`src/apc_pkg.sv`:
```
// Constants, types and helpers for the audio port routing and clocking block
//
// Contract
// - Pulse-frame data starts offset bit clocks late
// - Input-to-output loopback drives data pin from input
// - Record-to-playback loopback feeds record samples to playback
// - Clock inversion bit inverts the selected inward bit clock, not the pin outputs
// - Keep-alive keeps clocks running while codec down
// - Two-bit selector picks divider source clock
// - Divider power bit stops or runs divider
// - Seven-bit ratio, zero means divide by 128
// - Secondary bit clock source: pin, data pin, none
// - Secondary frame clock source uses same encoding
// - Secondary data input from general pin or none
// - Record frame clock only from general pin
// - Select primary or secondary bit clock inward
// - Select primary or secondary frame clock inward
// - Split bit picks record frame clock source
// - Select primary or secondary data input inward
// - Primary bit clock output: generated or secondary
// - Secondary bit clock output: primary or generated
// - Primary frame clock output: playback, record, secondary
// - Secondary frame clock output: primary, playback, record
// - Primary data output: interface data or secondary input
// - Secondary data output: primary input or interface data
// - Bit and frame clock directions set independently
// - Word format: standard, pulse-frame, right, left
// - Word length 16, 20, 24 or 32 bits
package apc_pkg;

  ////////////////////////////////////////////////////////////////////////////
  // Register offsets
  localparam logic [7:0] OFF_CTRL_ONE = 8'h1B;
  localparam logic [7:0] OFF_SLOT = 8'h1C;
  localparam logic [7:0] OFF_CTRL_TWO = 8'h1D;
  localparam logic [7:0] OFF_DIV = 8'h1E;
  localparam logic [7:0] OFF_SEC_SRC = 8'h1F;
  localparam logic [7:0] OFF_IN_SEL = 8'h20;
  localparam logic [7:0] OFF_OUT_ROUTE = 8'h21;
  localparam logic [7:0] OFF_STATUS = 8'h30;

  // Reset values and writable-bit masks
  localparam logic [7:0] RST_ZERO = 8'h00;
  localparam logic [7:0] RST_DIV = 8'h01;
  localparam logic [7:0] MASK_CTRL_ONE = 8'hFC;
  localparam logic [7:0] MASK_CTRL_TWO = 8'h3F;
  localparam logic [7:0] MASK_IN_SEL = 8'hEF;
  localparam logic [7:0] MASK_FULL = 8'hFF;

  ////////////////////////////////////////////////////////////////////////////
  // Field positions
  localparam int FMT_LSB = 6;
  localparam int WL_LSB = 4;
  localparam int BCLK_DIR_BIT = 3;
  localparam int WCLK_DIR_BIT = 2;
  localparam int LOOP_PIN_BIT = 5;
  localparam int LOOP_PATH_BIT = 4;
  localparam int INV_BIT = 3;
  localparam int KEEP_BIT = 2;
  localparam int DIV_SRC_LSB = 0;
  localparam int DIV_PWR_BIT = 7;
  localparam int SEC_BCLK_LSB = 5;
  localparam int SEC_WCLK_LSB = 2;
  localparam int SEC_DIN_LSB = 0;
  localparam int REC_WCLK_LSB = 5;
  localparam int SEL_BCLK_BIT = 3;
  localparam int SEL_WCLK_BIT = 2;
  localparam int SPLIT_BIT = 1;
  localparam int SEL_DIN_BIT = 0;
  localparam int PBCLK_SEL_BIT = 7;
  localparam int SBCLK_SEL_BIT = 6;
  localparam int PWCLK_LSB = 4;
  localparam int SWCLK_LSB = 2;
  localparam int PDOUT_SEL_BIT = 1;
  localparam int SDOUT_SEL_BIT = 0;

  // Pin synchroniser lanes
  localparam int PIN_PB = 0;
  localparam int PIN_PW = 1;
  localparam int PIN_PD = 2;
  localparam int PIN_DP = 3;
  localparam int PIN_GP = 4;
  localparam int PIN_COUNT = 5;

  ////////////////////////////////////////////////////////////////////////////
  // Codes
  localparam logic [1:0] FMT_STANDARD = 2'h0;
  localparam logic [1:0] FMT_PULSE = 2'h1;
  localparam logic [1:0] FMT_RIGHT = 2'h2;
  localparam logic [1:0] FMT_LEFT = 2'h3;
  localparam logic [2:0] SRC_GP = 3'h0;
  localparam logic [2:0] SRC_DPIN = 3'h3;
  localparam logic [1:0] DIN_GP = 2'h0;
  localparam logic [1:0] DIV_PB_PROC = 2'h0;
  localparam logic [1:0] DIV_PB_MOD = 2'h1;
  localparam logic [1:0] DIV_REC_PROC = 2'h2;
  localparam logic [1:0] DIV_REC_MOD = 2'h3;
  localparam logic [1:0] PW_PB = 2'h0;
  localparam logic [1:0] PW_REC = 2'h1;
  localparam logic [1:0] PW_SEC = 2'h2;
  localparam logic [1:0] SW_PRIM = 2'h0;
  localparam logic [1:0] SW_PB = 2'h1;
  localparam logic [1:0] SW_REC = 2'h2;
  localparam logic [8:0] STANDARD_DELAY = 9'h001;
  localparam logic [7:0] DIV_FULL = 8'h80;
  localparam logic [5:0] WORD_FULL = 6'h20;

  ////////////////////////////////////////////////////////////////////////////
  // Types
  typedef struct packed {
    logic [7:0] addr;
    logic [7:0] wdata;
    logic write;
    logic read;
  } apc_reg_req_t;

  typedef struct packed {
    logic [7:0] ctrl_one;
    logic [7:0] slot;
    logic [7:0] ctrl_two;
    logic [7:0] div;
    logic [7:0] sec_src;
    logic [7:0] in_sel;
    logic [7:0] out_route;
  } apc_regs_t;

  typedef struct packed {
    logic [1:0] fmt;
    logic [1:0] wl;
    logic [7:0] offset;
  } apc_frm_cfg_t;

  typedef struct packed {
    logic wclk_prev;
    logic pend;
    logic [8:0] wait_cnt;
    logic [5:0] bits_left;
    logic [8:0] hi_cnt;
    logic [8:0] hi_len;
    logic [31:0] rx;
    logic [31:0] tx;
    logic [31:0] word;
    logic word_valid;
  } apc_frm_state_t;

  typedef struct packed {
    apc_regs_t regs;
    logic [7:0] rdata;
    logic [PIN_COUNT-1:0] sync1;
    logic [PIN_COUNT-1:0] sync2;
    logic bclk_prev;
    logic [6:0] div_cnt;
    logic gen_bclk;
    logic pbclk;
    logic pbclk_oe;
    logic pwclk;
    logic pwclk_oe;
    logic pdout;
    logic pdout_oe;
    logic sbclk;
    logic swclk;
    logic sdout;
    logic [31:0] pb_sample;
    logic pb_valid;
  } apc_top_state_t;

  // Word length code to bit count
  function automatic logic [5:0] wl_bits(input logic [1:0] code);
    case (code)
      2'h0: wl_bits = 6'h10;
      2'h1: wl_bits = 6'h14;
      2'h2: wl_bits = 6'h18;
      default: wl_bits = 6'h20;
    endcase
  endfunction : wl_bits

endpackage : apc_pkg

```
`src/apc_port.sv`:
```
// Audio serial port routing, bit clock divider and word framing
`timescale 1ns/100ps

////////////////////////////////////////////////////////////////////////////////
// Word framer for one direction
module apc_framer (
  // Clock and reset
  input wire logic clock_in,
  input wire logic reset_n_in,
  // Configuration
  input wire apc_pkg::apc_frm_cfg_t cfg_in,
  // Serial timing
  input wire logic bclk_rise_in,
  input wire logic wclk_in,
  input wire logic data_in,
  // Words
  input wire logic [31:0] tx_word_in,
  output logic [31:0] word_out,
  output logic word_valid_out,
  output logic tx_bit_out
);

  apc_pkg::apc_frm_state_t s;
  apc_pkg::apc_frm_state_t next_s;
  logic [5:0] wl;
  logic edge_hit;
  logic [8:0] delay;
  logic [8:0] wt;
  logic [31:0] rx_new;

  always_comb
  begin
    next_s = s;
    next_s.word_valid = 1'b0;
    wl = apc_pkg::wl_bits(cfg_in.wl);
    edge_hit = 1'b0;
    delay = 9'h000;
    wt = s.wait_cnt;
    rx_new = s.rx;
    if (bclk_rise_in)
    begin
      next_s.wclk_prev = wclk_in;
      if (s.wclk_prev && !wclk_in)
      begin
        next_s.hi_len = s.hi_cnt;
        next_s.hi_cnt = 9'h000;
      end
      else if (wclk_in && s.hi_cnt != 9'h1FF)
      begin
        next_s.hi_cnt = s.hi_cnt + 9'h001;
      end
      // Frame start edge and first-bit delay per format
      if (cfg_in.fmt == apc_pkg::FMT_STANDARD)
      begin
        edge_hit = s.wclk_prev && !wclk_in;
      end
      else
      begin
        edge_hit = !s.wclk_prev && wclk_in;
      end
      case (cfg_in.fmt)
        apc_pkg::FMT_STANDARD: delay = apc_pkg::STANDARD_DELAY;
        apc_pkg::FMT_PULSE: delay = {1'b0, cfg_in.offset};
        apc_pkg::FMT_RIGHT:
        begin
          if (s.hi_len > {3'h0, wl})
          begin
            delay = s.hi_len - {3'h0, wl};
          end
        end
        default: delay = 9'h000;
      endcase
      if (edge_hit)
      begin
        next_s.tx = tx_word_in;
        next_s.bits_left = 6'h00;
        next_s.pend = 1'b1;
        wt = delay;
      end
      if (next_s.pend)
      begin
        if (wt == 9'h000)
        begin
          next_s.pend = 1'b0;
          next_s.bits_left = wl;
        end
        else
        begin
          next_s.wait_cnt = wt - 9'h001;
        end
      end
      if (next_s.bits_left != 6'h00)
      begin
        rx_new = {s.rx[30:0], data_in};
        next_s.rx = rx_new;
        next_s.tx = {next_s.tx[30:0], 1'b0};
        next_s.bits_left = next_s.bits_left - 6'h01;
        if (next_s.bits_left == 6'h00)
        begin
          next_s.word = rx_new << (apc_pkg::WORD_FULL - wl);
          next_s.word_valid = 1'b1;
        end
      end
    end
  end

  always_ff @(posedge clock_in or negedge reset_n_in)
  begin
    if (!reset_n_in)
    begin
      s <= '0;
    end
    else
    begin
      s <= next_s;
    end
  end

  assign word_out = s.word;
  assign word_valid_out = s.word_valid;
  assign tx_bit_out = s.tx[31];

endmodule : apc_framer

////////////////////////////////////////////////////////////////////////////////
// Top: registers, divider, pin muxing and two framers
module apc_port (
  // Clock and reset
  input wire logic clock_in,
  input wire logic reset_n_in,
  // Register port
  input wire apc_pkg::apc_reg_req_t reg_req_in,
  output logic [7:0] reg_rdata_out,
  // Pins, sampled asynchronously
  input wire logic primary_bit_clock_in,
  input wire logic primary_frame_clock_in,
  input wire logic primary_data_in,
  input wire logic data_pin_in,
  input wire logic general_purpose_pin_in,
  // Pin drivers
  output logic primary_bit_clock_out,
  output logic primary_bit_clock_oe_out,
  output logic primary_frame_clock_out,
  output logic primary_frame_clock_oe_out,
  output logic primary_data_out,
  output logic primary_data_oe_out,
  output logic secondary_bit_clock_out,
  output logic secondary_frame_clock_out,
  output logic secondary_data_out,
  // Clock generator
  input wire logic playback_processing_clock_en_in,
  input wire logic playback_modulator_clock_en_in,
  input wire logic record_processing_clock_en_in,
  input wire logic record_modulator_clock_en_in,
  input wire logic playback_sample_rate_clock_in,
  input wire logic record_sample_rate_clock_in,
  input wire logic codec_powered_down_in,
  // Sample paths
  input wire logic [31:0] record_sample_in,
  output logic [31:0] playback_sample_out,
  output logic playback_valid_out
);

  apc_pkg::apc_top_state_t s;
  apc_pkg::apc_top_state_t next_s;
  apc_pkg::apc_regs_t r;
  apc_pkg::apc_frm_cfg_t cfg;
  logic run;
  logic src_pulse;
  logic [7:0] ratio;
  logic [6:0] cnt_new;
  logic gp;
  logic dpin;
  logic sec_bclk;
  logic sec_wclk;
  logic sec_din;
  logic rec_wclk_ext;
  logic prim_bclk_lvl;
  logic prim_wclk_lvl;
  logic iface_bclk;
  logic pb_wclk;
  logic rec_wclk;
  logic din_sel;
  logic bclk_rise;
  logic iface_dout;
  logic pb_fs;
  logic rec_fs;
  logic [31:0] pb_word;
  logic pb_word_valid;
  logic rec_tx_bit;

  assign r = s.regs;
  assign cfg = '{fmt: r.ctrl_one[apc_pkg::FMT_LSB +: 2],
                 wl: r.ctrl_one[apc_pkg::WL_LSB +: 2],
                 offset: r.slot};

  //////////////////////////////////////////////////////////////////////////////
  // Framers
  apc_framer u_playback_framer (
    .clock_in(clock_in),
    .reset_n_in(reset_n_in),
    .cfg_in(cfg),
    .bclk_rise_in(bclk_rise),
    .wclk_in(pb_wclk),
    .data_in(din_sel),
    .tx_word_in(32'h0000_0000),
    .word_out(pb_word),
    .word_valid_out(pb_word_valid),
    .tx_bit_out()
  );

  apc_framer u_record_framer (
    .clock_in(clock_in),
    .reset_n_in(reset_n_in),
    .cfg_in(cfg),
    .bclk_rise_in(bclk_rise),
    .wclk_in(rec_wclk),
    .data_in(1'b0),
    .tx_word_in(record_sample_in),
    .word_out(),
    .word_valid_out(),
    .tx_bit_out(rec_tx_bit)
  );

  //////////////////////////////////////////////////////////////////////////////
  // Routing
  always_comb
  begin
    run = !codec_powered_down_in || r.ctrl_two[apc_pkg::KEEP_BIT];
    pb_fs = playback_sample_rate_clock_in && run;
    rec_fs = record_sample_rate_clock_in && run;
    gp = s.sync2[apc_pkg::PIN_GP];
    dpin = s.sync2[apc_pkg::PIN_DP];
    case (r.sec_src[apc_pkg::SEC_BCLK_LSB +: 3])
      apc_pkg::SRC_GP: sec_bclk = gp;
      apc_pkg::SRC_DPIN: sec_bclk = dpin;
      default: sec_bclk = 1'b0;
    endcase
    case (r.sec_src[apc_pkg::SEC_WCLK_LSB +: 3])
      apc_pkg::SRC_GP: sec_wclk = gp;
      apc_pkg::SRC_DPIN: sec_wclk = dpin;
      default: sec_wclk = 1'b0;
    endcase
    sec_din = (r.sec_src[apc_pkg::SEC_DIN_LSB +: 2] == apc_pkg::DIN_GP) && gp;
    rec_wclk_ext = (r.in_sel[apc_pkg::REC_WCLK_LSB +: 3] == apc_pkg::SRC_GP) && gp;
    // Own driven level when a clock pin is an output
    prim_bclk_lvl = r.ctrl_one[apc_pkg::BCLK_DIR_BIT] ? s.pbclk
                                                     : s.sync2[apc_pkg::PIN_PB];
    prim_wclk_lvl = r.ctrl_one[apc_pkg::WCLK_DIR_BIT] ? s.pwclk
                                                     : s.sync2[apc_pkg::PIN_PW];
    iface_bclk = (r.in_sel[apc_pkg::SEL_BCLK_BIT] ? sec_bclk : prim_bclk_lvl)
                 ^ r.ctrl_two[apc_pkg::INV_BIT];
    pb_wclk = r.in_sel[apc_pkg::SEL_WCLK_BIT] ? sec_wclk : prim_wclk_lvl;
    rec_wclk = r.in_sel[apc_pkg::SPLIT_BIT] ? rec_wclk_ext : pb_wclk;
    din_sel = r.in_sel[apc_pkg::SEL_DIN_BIT] ? sec_din : s.sync2[apc_pkg::PIN_PD];
    bclk_rise = iface_bclk && !s.bclk_prev;
    iface_dout = r.ctrl_two[apc_pkg::LOOP_PIN_BIT] ? din_sel : rec_tx_bit;
    case (r.ctrl_two[apc_pkg::DIV_SRC_LSB +: 2])
      apc_pkg::DIV_PB_PROC: src_pulse = playback_processing_clock_en_in;
      apc_pkg::DIV_PB_MOD: src_pulse = playback_modulator_clock_en_in;
      apc_pkg::DIV_REC_PROC: src_pulse = record_processing_clock_en_in;
      apc_pkg::DIV_REC_MOD: src_pulse = record_modulator_clock_en_in;
      default: src_pulse = 1'b0;
    endcase
    ratio = (r.div[6:0] == 7'h00) ? apc_pkg::DIV_FULL : {1'b0, r.div[6:0]};
    cnt_new = ({1'b0, s.div_cnt} == ratio - 8'h01) ? 7'h00 : s.div_cnt + 7'h01;
  end

  //////////////////////////////////////////////////////////////////////////////
  // Next state
  always_comb
  begin
    next_s = s;
    next_s.sync1 = {general_purpose_pin_in, data_pin_in, primary_data_in,
                    primary_frame_clock_in, primary_bit_clock_in};
    next_s.sync2 = s.sync1;
    next_s.bclk_prev = iface_bclk;
    // Bit clock divider
    if (!r.div[apc_pkg::DIV_PWR_BIT] || !run)
    begin
      next_s.div_cnt = 7'h00;
      next_s.gen_bclk = 1'b0;
    end
    else if (ratio == 8'h01)
    begin
      next_s.gen_bclk = src_pulse;
    end
    else if (src_pulse)
    begin
      next_s.div_cnt = cnt_new;
      next_s.gen_bclk = {1'b0, cnt_new} < (ratio >> 1);
    end
    // Pin drivers
    next_s.pbclk = r.out_route[apc_pkg::PBCLK_SEL_BIT] ? sec_bclk : s.gen_bclk;
    next_s.pbclk_oe = r.ctrl_one[apc_pkg::BCLK_DIR_BIT];
    case (r.out_route[apc_pkg::PWCLK_LSB +: 2])
      apc_pkg::PW_PB: next_s.pwclk = pb_fs;
      apc_pkg::PW_REC: next_s.pwclk = rec_fs;
      apc_pkg::PW_SEC: next_s.pwclk = sec_wclk;
      default: next_s.pwclk = 1'b0;
    endcase
    next_s.pwclk_oe = r.ctrl_one[apc_pkg::WCLK_DIR_BIT];
    next_s.pdout = r.out_route[apc_pkg::PDOUT_SEL_BIT] ? sec_din : iface_dout;
    next_s.pdout_oe = (r.sec_src[apc_pkg::SEC_BCLK_LSB +: 3] != apc_pkg::SRC_DPIN)
                      && (r.sec_src[apc_pkg::SEC_WCLK_LSB +: 3] != apc_pkg::SRC_DPIN);
    next_s.sbclk = r.out_route[apc_pkg::SBCLK_SEL_BIT] ? s.gen_bclk : prim_bclk_lvl;
    case (r.out_route[apc_pkg::SWCLK_LSB +: 2])
      apc_pkg::SW_PRIM: next_s.swclk = prim_wclk_lvl;
      apc_pkg::SW_PB: next_s.swclk = pb_fs;
      apc_pkg::SW_REC: next_s.swclk = rec_fs;
      default: next_s.swclk = 1'b0;
    endcase
    next_s.sdout = r.out_route[apc_pkg::SDOUT_SEL_BIT] ? iface_dout
                                                       : s.sync2[apc_pkg::PIN_PD];
    // Playback samples
    next_s.pb_valid = pb_word_valid;
    if (pb_word_valid)
    begin
      next_s.pb_sample = r.ctrl_two[apc_pkg::LOOP_PATH_BIT] ? record_sample_in
                                                            : pb_word;
    end
    // Register writes
    if (reg_req_in.write)
    begin
      case (reg_req_in.addr)
        apc_pkg::OFF_CTRL_ONE: next_s.regs.ctrl_one = reg_req_in.wdata & apc_pkg::MASK_CTRL_ONE;
        apc_pkg::OFF_SLOT: next_s.regs.slot = reg_req_in.wdata;
        apc_pkg::OFF_CTRL_TWO: next_s.regs.ctrl_two = reg_req_in.wdata & apc_pkg::MASK_CTRL_TWO;
        apc_pkg::OFF_DIV: next_s.regs.div = reg_req_in.wdata;
        apc_pkg::OFF_SEC_SRC: next_s.regs.sec_src = reg_req_in.wdata;
        apc_pkg::OFF_IN_SEL: next_s.regs.in_sel = reg_req_in.wdata & apc_pkg::MASK_IN_SEL;
        apc_pkg::OFF_OUT_ROUTE: next_s.regs.out_route = reg_req_in.wdata;
        default: next_s.regs = s.regs;
      endcase
    end
    // Register reads, data one cycle later
    next_s.rdata = 8'h00;
    if (reg_req_in.read)
    begin
      case (reg_req_in.addr)
        apc_pkg::OFF_CTRL_ONE: next_s.rdata = r.ctrl_one;
        apc_pkg::OFF_SLOT: next_s.rdata = r.slot;
        apc_pkg::OFF_CTRL_TWO: next_s.rdata = r.ctrl_two;
        apc_pkg::OFF_DIV: next_s.rdata = r.div;
        apc_pkg::OFF_SEC_SRC: next_s.rdata = r.sec_src;
        apc_pkg::OFF_IN_SEL: next_s.rdata = r.in_sel;
        apc_pkg::OFF_OUT_ROUTE: next_s.rdata = r.out_route;
        apc_pkg::OFF_STATUS: next_s.rdata = {4'h0, pb_wclk, iface_bclk, run, s.gen_bclk};
        default: next_s.rdata = 8'h00;
      endcase
    end
  end

  //////////////////////////////////////////////////////////////////////////////
  // State register
  always_ff @(posedge clock_in or negedge reset_n_in)
  begin
    if (!reset_n_in)
    begin
      s <= '0;
      s.regs.div <= apc_pkg::RST_DIV;
      s.pdout_oe <= 1'b1;
    end
    else
    begin
      s <= next_s;
    end
  end

  assign reg_rdata_out = s.rdata;
  assign primary_bit_clock_out = s.pbclk;
  assign primary_bit_clock_oe_out = s.pbclk_oe;
  assign primary_frame_clock_out = s.pwclk;
  assign primary_frame_clock_oe_out = s.pwclk_oe;
  assign primary_data_out = s.pdout;
  assign primary_data_oe_out = s.pdout_oe;
  assign secondary_bit_clock_out = s.sbclk;
  assign secondary_frame_clock_out = s.swclk;
  assign secondary_data_out = s.sdout;
  assign playback_sample_out = s.pb_sample;
  assign playback_valid_out = s.pb_valid;

endmodule : apc_port

```
`config.mk`:
```
export PLATFORM = sky130hd
export DESIGN_NAME = apc_port
export DESIGN_NICKNAME = d
export VERILOG_FILES = /design/src/apc_pkg.sv /design/src/apc_port.sv
export SDC_FILE = /design/constraint.sdc
export NUM_CORES = 1
export LEC_CHECK = 0
export ABC_CLOCK_PERIOD_IN_PS = 7900
export BUFFER_PORTS_ARGS = -buffer_cell sky130_fd_sc_hd__buf_2
export CAP_MARGIN = 10
export CORE_ASPECT_RATIO = 1.5
export CORE_MARGIN = 4
export CORE_UTILIZATION = 35
export DETAILED_ROUTE_END_ITERATION = 10
export PLACE_DENSITY = 0.59
export SLEW_MARGIN = 20
export SYNTH_ARGS = -nofsm -noshare
export SYNTH_HDL_FRONTEND = slang
export SYNTH_SLANG_ARGS = --single-unit
export TNS_END_PERCENT = 50
```
`constraint.sdc`:
```
create_clock -name clock_in -period 7.9 [get_ports clock_in]
set_clock_uncertainty 0.1 [all_clocks]
set_input_delay 2.37 -clock clock_in [delete_from_list [all_inputs] [get_ports clock_in]]
set_output_delay 2.37 -clock clock_in [all_outputs]
set_load 0.1 [all_outputs]
```
== Yosys cells after proc, flatten, opt, wreduce, memory -nomap -nowiden ==
Cells that the tools add are included.
Storage, ports and cells
  register bits after elaboration: 349
  bits of input ports: 64
  word-level logic and storage cells: 220
Cells by class
  eq/ne operators: 32
  bitwise gates (word level): 1
  magnitude comparators: 3
  multiplexer cells: 67
  reductions and logical operators: 61
  shift operators: 2
  add/subtract/negate cells: 11
Operators by type and width (number)
  $mux W9: 12
  $mux W33: 2
  $mux W65: 1
  $mux W16: 4
  $mux W32: 2
  $mux W64: 1
  $pmux W8 S8: 1
  $pmux W9 S3: 2
  $eq A8 B5 Y1 const B: 5
  $mux W6: 6
  $mux W8: 4
  $shl A1 B6 Y32 const A: 1
  $shl A32 B6 Y32: 1
  $mux W31: 1
  $reduce_and A2 Y1: 14
  $eq A8 B6 Y1 const B: 3
  $mux W1: 23
  $add A9 B1 Y9 const B: 2
  $gt A9 B6 Y1: 2
  $logic_not A9 Y1: 2
  $ne A9 B9 Y1 const B: 2
  $pmux W6 S3: 1
  $sub A9 B1 Y9 const B: 2
  $sub A9 B6 Y9: 2
  other kinds (29): 81

== Logic depth before layout (Yosys ltp) ==
  depth in word-level cells: 18
  depth in mapped cells: 24

== Modules after synthesis ==
From an unflattened synthesis, not the netlist that was laid out.
Second synthesis, totals
  cells, all modules: 2119
  area, all modules: 22589.2 sq um
By module, submodules not included
  apc_framer (u_record_framer): instances 1, cells each 804, sequential area each 3278.1 sq um, area an instance 8344.3 sq um
  apc_framer (u_playback_framer): instances 1, cells each 754, sequential area each 3278.1 sq um, area an instance 8080.2 sq um
  apc_port: instances 1, cells each 561, sequential area each 3005.4 sq um, area an instance 6164.7 sq um

== Worst setup path before layout ==
OpenSTA, ideal clock, no wires.
  kind: reg-to-reg
  from: reg s, in the netlist primary_frame_clock_out
  to: reg u_playback_framer.s, in the netlist u_playback_framer.word_out[10]
  library setup time: 0.125 ns
  path buffers: 3
  data required time: 7.675 ns
  arrival time: 5.397 ns
  cell stages (with the launch flop): 22
  clock period less this slack: 5.622 ns
  setup slack: 2.278 ns
  path through: dfrtp_1 > mux2i_1 > or2_2 > a211oi_4 > or2_1 > buf_6 > mux2i_1 > ha_1 > inv_1 > nor4_1 > nand2_1 > nor3_1 > nor2_1 > buf_2 > nand2_1 > ha_1 > nand2_1 > o211a_1 > a311o_1 > nor4_4 > buf_6 > mux2_4
Between the ends
  longest elaborated chain between the ends: 15
Ends and longest elaborated chain
  start: declaration: RTL line apc_port.sv:164  | apc_pkg::apc_top_state_t s;
  start signal: assignment: RTL line apc_port.sv:366  | s <= next_s;
  $mux W1 *: RTL line apc_port.sv:249  | prim_wclk_lvl = r.ctrl_one[apc_pkg::WCLK_DIR_BIT] ? s.pwclk
  $mux W1 *: RTL line apc_port.sv:253  | pb_wclk = r.in_sel[apc_pkg::SEL_WCLK_BIT] ? sec_wclk : prim_wclk_lvl;
  $logic_not A1 Y1: RTL line apc_port.sv:55  | edge_hit = s.wclk_prev && !wclk_in;
  $logic_and A1 B1 Y1: RTL line apc_port.sv:55
  $mux W1 *: RTL line apc_port.sv:53  | if (cfg_in.fmt == apc_pkg::FMT_STANDARD)
  $mux W1 *: RTL line apc_port.sv:40  | if (bclk_rise_in)
  $mux W9: RTL line apc_port.sv:73  | if (edge_hit)
  $mux W9: RTL line apc_port.sv:40
  $logic_not A9 Y1: RTL line apc_port.sv:82  | if (wt == 9'h000)
  $mux W6: RTL line apc_port.sv:82
  $mux W16 *: RTL line apc_port.sv:80  | if (next_s.pend)
  $mux W16 *: RTL line apc_port.sv:40
  $sub A6 B1 Y6: RTL line apc_port.sv:97  | next_s.bits_left = next_s.bits_left - 6'h01;
  $logic_not A6 Y1: RTL line apc_port.sv:98  | if (next_s.bits_left == 6'h00)
  $reduce_and A3 Y1 (no source line) *
  end signal: assignment: RTL line apc_port.sv:115  | s <= next_s;
  end: declaration: RTL line apc_port.sv:23  | apc_pkg::apc_frm_state_t s;
Every way passes the cells marked *; elsewhere a longest branch is shown, timed or not. The select of a mux whose other input is x is not followed.
A chain may end at the register's enable or synchronous reset.

== Worst setup path after layout ==
  from: reg s, in the netlist cfg[9]
  to: reg u_playback_framer.s, in the netlist u_playback_framer.word_out[4]
Between the ends
  longest elaborated chain between the ends: 14
Ends and longest elaborated chain
  $eq A2 B2 Y1, or another cell as far along: RTL line apc_pkg.sv:169  | case (code)
  $pmux W6 S3 *: RTL line apc_pkg.sv:169
  $sub A9 B6 Y9 / $gt A9 B6 Y1 (equally long branches): RTL line apc_port.sv:68, apc_port.sv:66
  $mux W9: RTL line apc_port.sv:66  | if (s.hi_len > {3'h0, wl})
  $pmux W9 S3: RTL line apc_port.sv:61  | case (cfg_in.fmt)
  $mux W9: RTL line apc_port.sv:73
  $mux W9: RTL line apc_port.sv:40
  $logic_not A9 Y1: RTL line apc_port.sv:82
  $mux W6: RTL line apc_port.sv:82
  $mux W16: RTL line apc_port.sv:80
  $mux W16: RTL line apc_port.sv:40
  $sub A6 B1 Y6: RTL line apc_port.sv:97
  $logic_not A6 Y1: RTL line apc_port.sv:98
  $reduce_and A3 Y1 (no source line)
Marked as above.

==> flow_summary.ini <==
[grt]
antenna_found_initial = 0
grt_pass1_vias = 12769
grt_max_degree = 96
grt_pass1_wl_um = 69200
grt-ovfl-total = 0
grt_use_total = 0.168

[job]
max-cap-violations = 0

[final_layout]
syn_to_final_growth_pct = 11.0
nNetsFinal = 1816
drive_gt1_frac = 0.184
final_core_util = 0.393
n_antenna_cell = 0
final_cells = 2328

[sta]
slew_viol_final = 0
setup_violations = 0
max_slew_margin = 0.283
max_freq_mhz = 153
hold_ws_ns = 0.249
hold_violations = 0
finalSetupTns_ns = 0
fin_crit_sh = 0.829
worst_pin_slew_ns = 1.08
fin_crit_ns = 6.55
rsz0062_at_grt = false

[floorplan]
dieArea_sq_um = 49900
chipWidth_um = 184
io_pins = 114
die_h_um = 272
core_area_sq_um = 45800
start_util = 0.354
rows = 96

[drt]
drc = 0
via_per_inst = 5.39
via_count = 12547
detail_route.iter0.violations = 768
drt-total-wl_um = 42600
wl_per_cell_um = 18.3
ant_nets = 0
firstDrtPassIters = 5

[clock_tree]
root_buffer = clkbuf_16
clk_latency_ns = 0.56
post_cts_resized = 0
hold_buffers = 0
numCtsBuffers = 29
cts_buffer_depth = 3
clkSinkCount = 286
htreeDepth = 1
path_clk_slew_ns = 0.07
postCtsSetupRepairBufs = 0
cts_tree = yes

[logic_synthesis]
synth_cell_types = 88
syn_nets = 1784
yosys_warnings = 0
synth.most_common_cell = dfrtp_1
syn_area_per_cell_sq_um = 9.61
synth_area_sq_um = 16200
yosysTopAreaCell = dfrtp_1
yosys.area.top_type_share = 0.439
ys_seq_area_frac = 0.442
syn_inst = 1686
synth_edf_count = 0
netlist_top_cells_area = dfrtp_1, mux2_2, mux2i_1, nand2_1, nor2_1
synth_common_cells = dfrtp_1, nand2_1, nor2_1
synthFlopType = dfrtp_1
synthArstFlopShare = 1.00
yosys_register_bits = 286

[min_path]
hp-class = reg2reg

[placement]
gp_congestion = 0.912
hpwl_um = 31200
place_inst = 2275
port_buffers = 113

[power]
power.leakage_nw = 8.20
p_per_area_nw_per_um2 = 297
vdd_drop_max_mv = 0.220

[critical_path]
critPathKind = reg2reg
crit_fanout = 33
worst_ep_arrival_time_ns = 6.89
cp_cell_sequence = ha_1 > inv_1 > ha_1 > a311oi_1 > o211a_1 > o31ai_1 > mux2i_1 > ha_1 > inv_1 > nor4_1 > nand2_1 > nor3_1 > nor2_1 > nand2_1 > ha_1 > nand2_1 > o211a_1 > a311o_1 > nor4_4 > buf_4 > mux2_2
cp_common_cell = ha_1
slowest_stage = ha_1
slowest_delay_ns = 0.51
required_ns = 8.24
worst_setup_path_end_kind = flop
cp-start-kind = flop

[run_status]
outcome = complete, no violations
==> metrics by stage <==
step           power (mW)  worst slack, ns  cell area [sq um]
2_1_floorplan        3.59             2.28              16200
3_3_place_gp         3.88             1.60              17000
3_5_place_dp         3.92             1.38              17000
4_1_cts              5.39             1.37              18000
5_1_grt              5.65            0.676              18000
6_report             5.35             1.35              18000
==> power breakdown <==
group | switching, mW | internal [mW]
sequential | 0.298 | 1.78
clock | 0.591 | 0.856
combinational | 1.26 | 0.563
==> critical path, delay by kind of cell (launching register included) <==
kind,cells,cell delay [ns]
adder cells (fa/ha/maj),4,1.50
multiplexers,2,0.69
buffers and inverters,3,0.77
AND/OR/NAND/NOR,7,1.49
AO/OA/AOI/OAI,5,1.43
flip-flops,1,0.44
==> cell type report <==
class                      count  area, sq um
sequential                   286         7160
timing repair buffer         128          701
tap                          588          736
clock buffer                  43          868
multi-input combinational   1200         8110
fill                        4542        27800
clock inverter                10          134
inverter                      73          274
==> flip-flops by register name, summed over array words and instances (netlist names), 8 cells and up <==
signal / flops
u_record_framer.s: 66
r: 37
reg_rdata_out: 8
u_playback_framer.word_out: 32
u_playback_framer.s: 66
s: 12
playback_sample_out: 32
cfg: 12
==> cell usage in the layout (no fill, tap or decap), types with 14 or more instances in the layout <==
cell type and instances:
xnor2_1 23, nor2_1 174, inv_1 72, nor2b_1 25
mux2i_1 83, clkbuf_16 29, and3_1 17, a21oi_1 99
a211oi_1 17, dfrtp_1 282, buf_2 112, ha_1 31
mux2_4 20, nand3_1 28, o21ai_0 83, nor3_1 32
mux2_2 84, a221o_1 33, xor2_1 23, buf_4 14
nand2_1 215
==> per-layer routing <==
layer  global-route usage  share of wire
met4               0.0565          0.031
met3               0.0206          0.041
met5                    0              0
met1                0.209           0.41
met2                0.300           0.52
==> kinds of logic after synthesis <==
kind of cell,count (synthesis),share of synthesized area
AOI/OAI and AO/OA,358,0.151
adders and majority gates,34,0.0272
and+or+nand+nor,565,0.157
muxes,197,0.139
DFF,286,0.442
buffers and inverters,200,0.0588
xor gates and xnor gates,46,0.0249
==> final timing paths <==
| kind | startpoint | endpoint | slack [ns] | cells after the start |
|---|---|---|---|---|
| setup / recovery | cfg[9]$_DFFE_PN0P_ | u_playback_framer.word_out[4]$_DFFE_PN0P_ | 1.35 | 21 |
| setup reg to reg | cfg[9]$_DFFE_PN0P_ | u_playback_framer.word_out[4]$_DFFE_PN0P_ | 1.35 | 21 |
| min in group asynchronous | reset_n_in | u_record_framer.s[126]$_DFFE_PN0P_ | 1.73 | 1 |
| hold / removal | next_s[51]$_DFF_PN0_ | s[51]$_DFF_PN0_ | 0.25 | 0 |
| max in group asynchronous | reset_n_in | u_playback_framer.word_valid_out$_DFF_PN0_ | 4.59 | 2 |
| hold reg to reg | next_s[51]$_DFF_PN0_ | s[51]$_DFF_PN0_ | 0.25 | 0 |
Power figures use the tool's default switching activity.
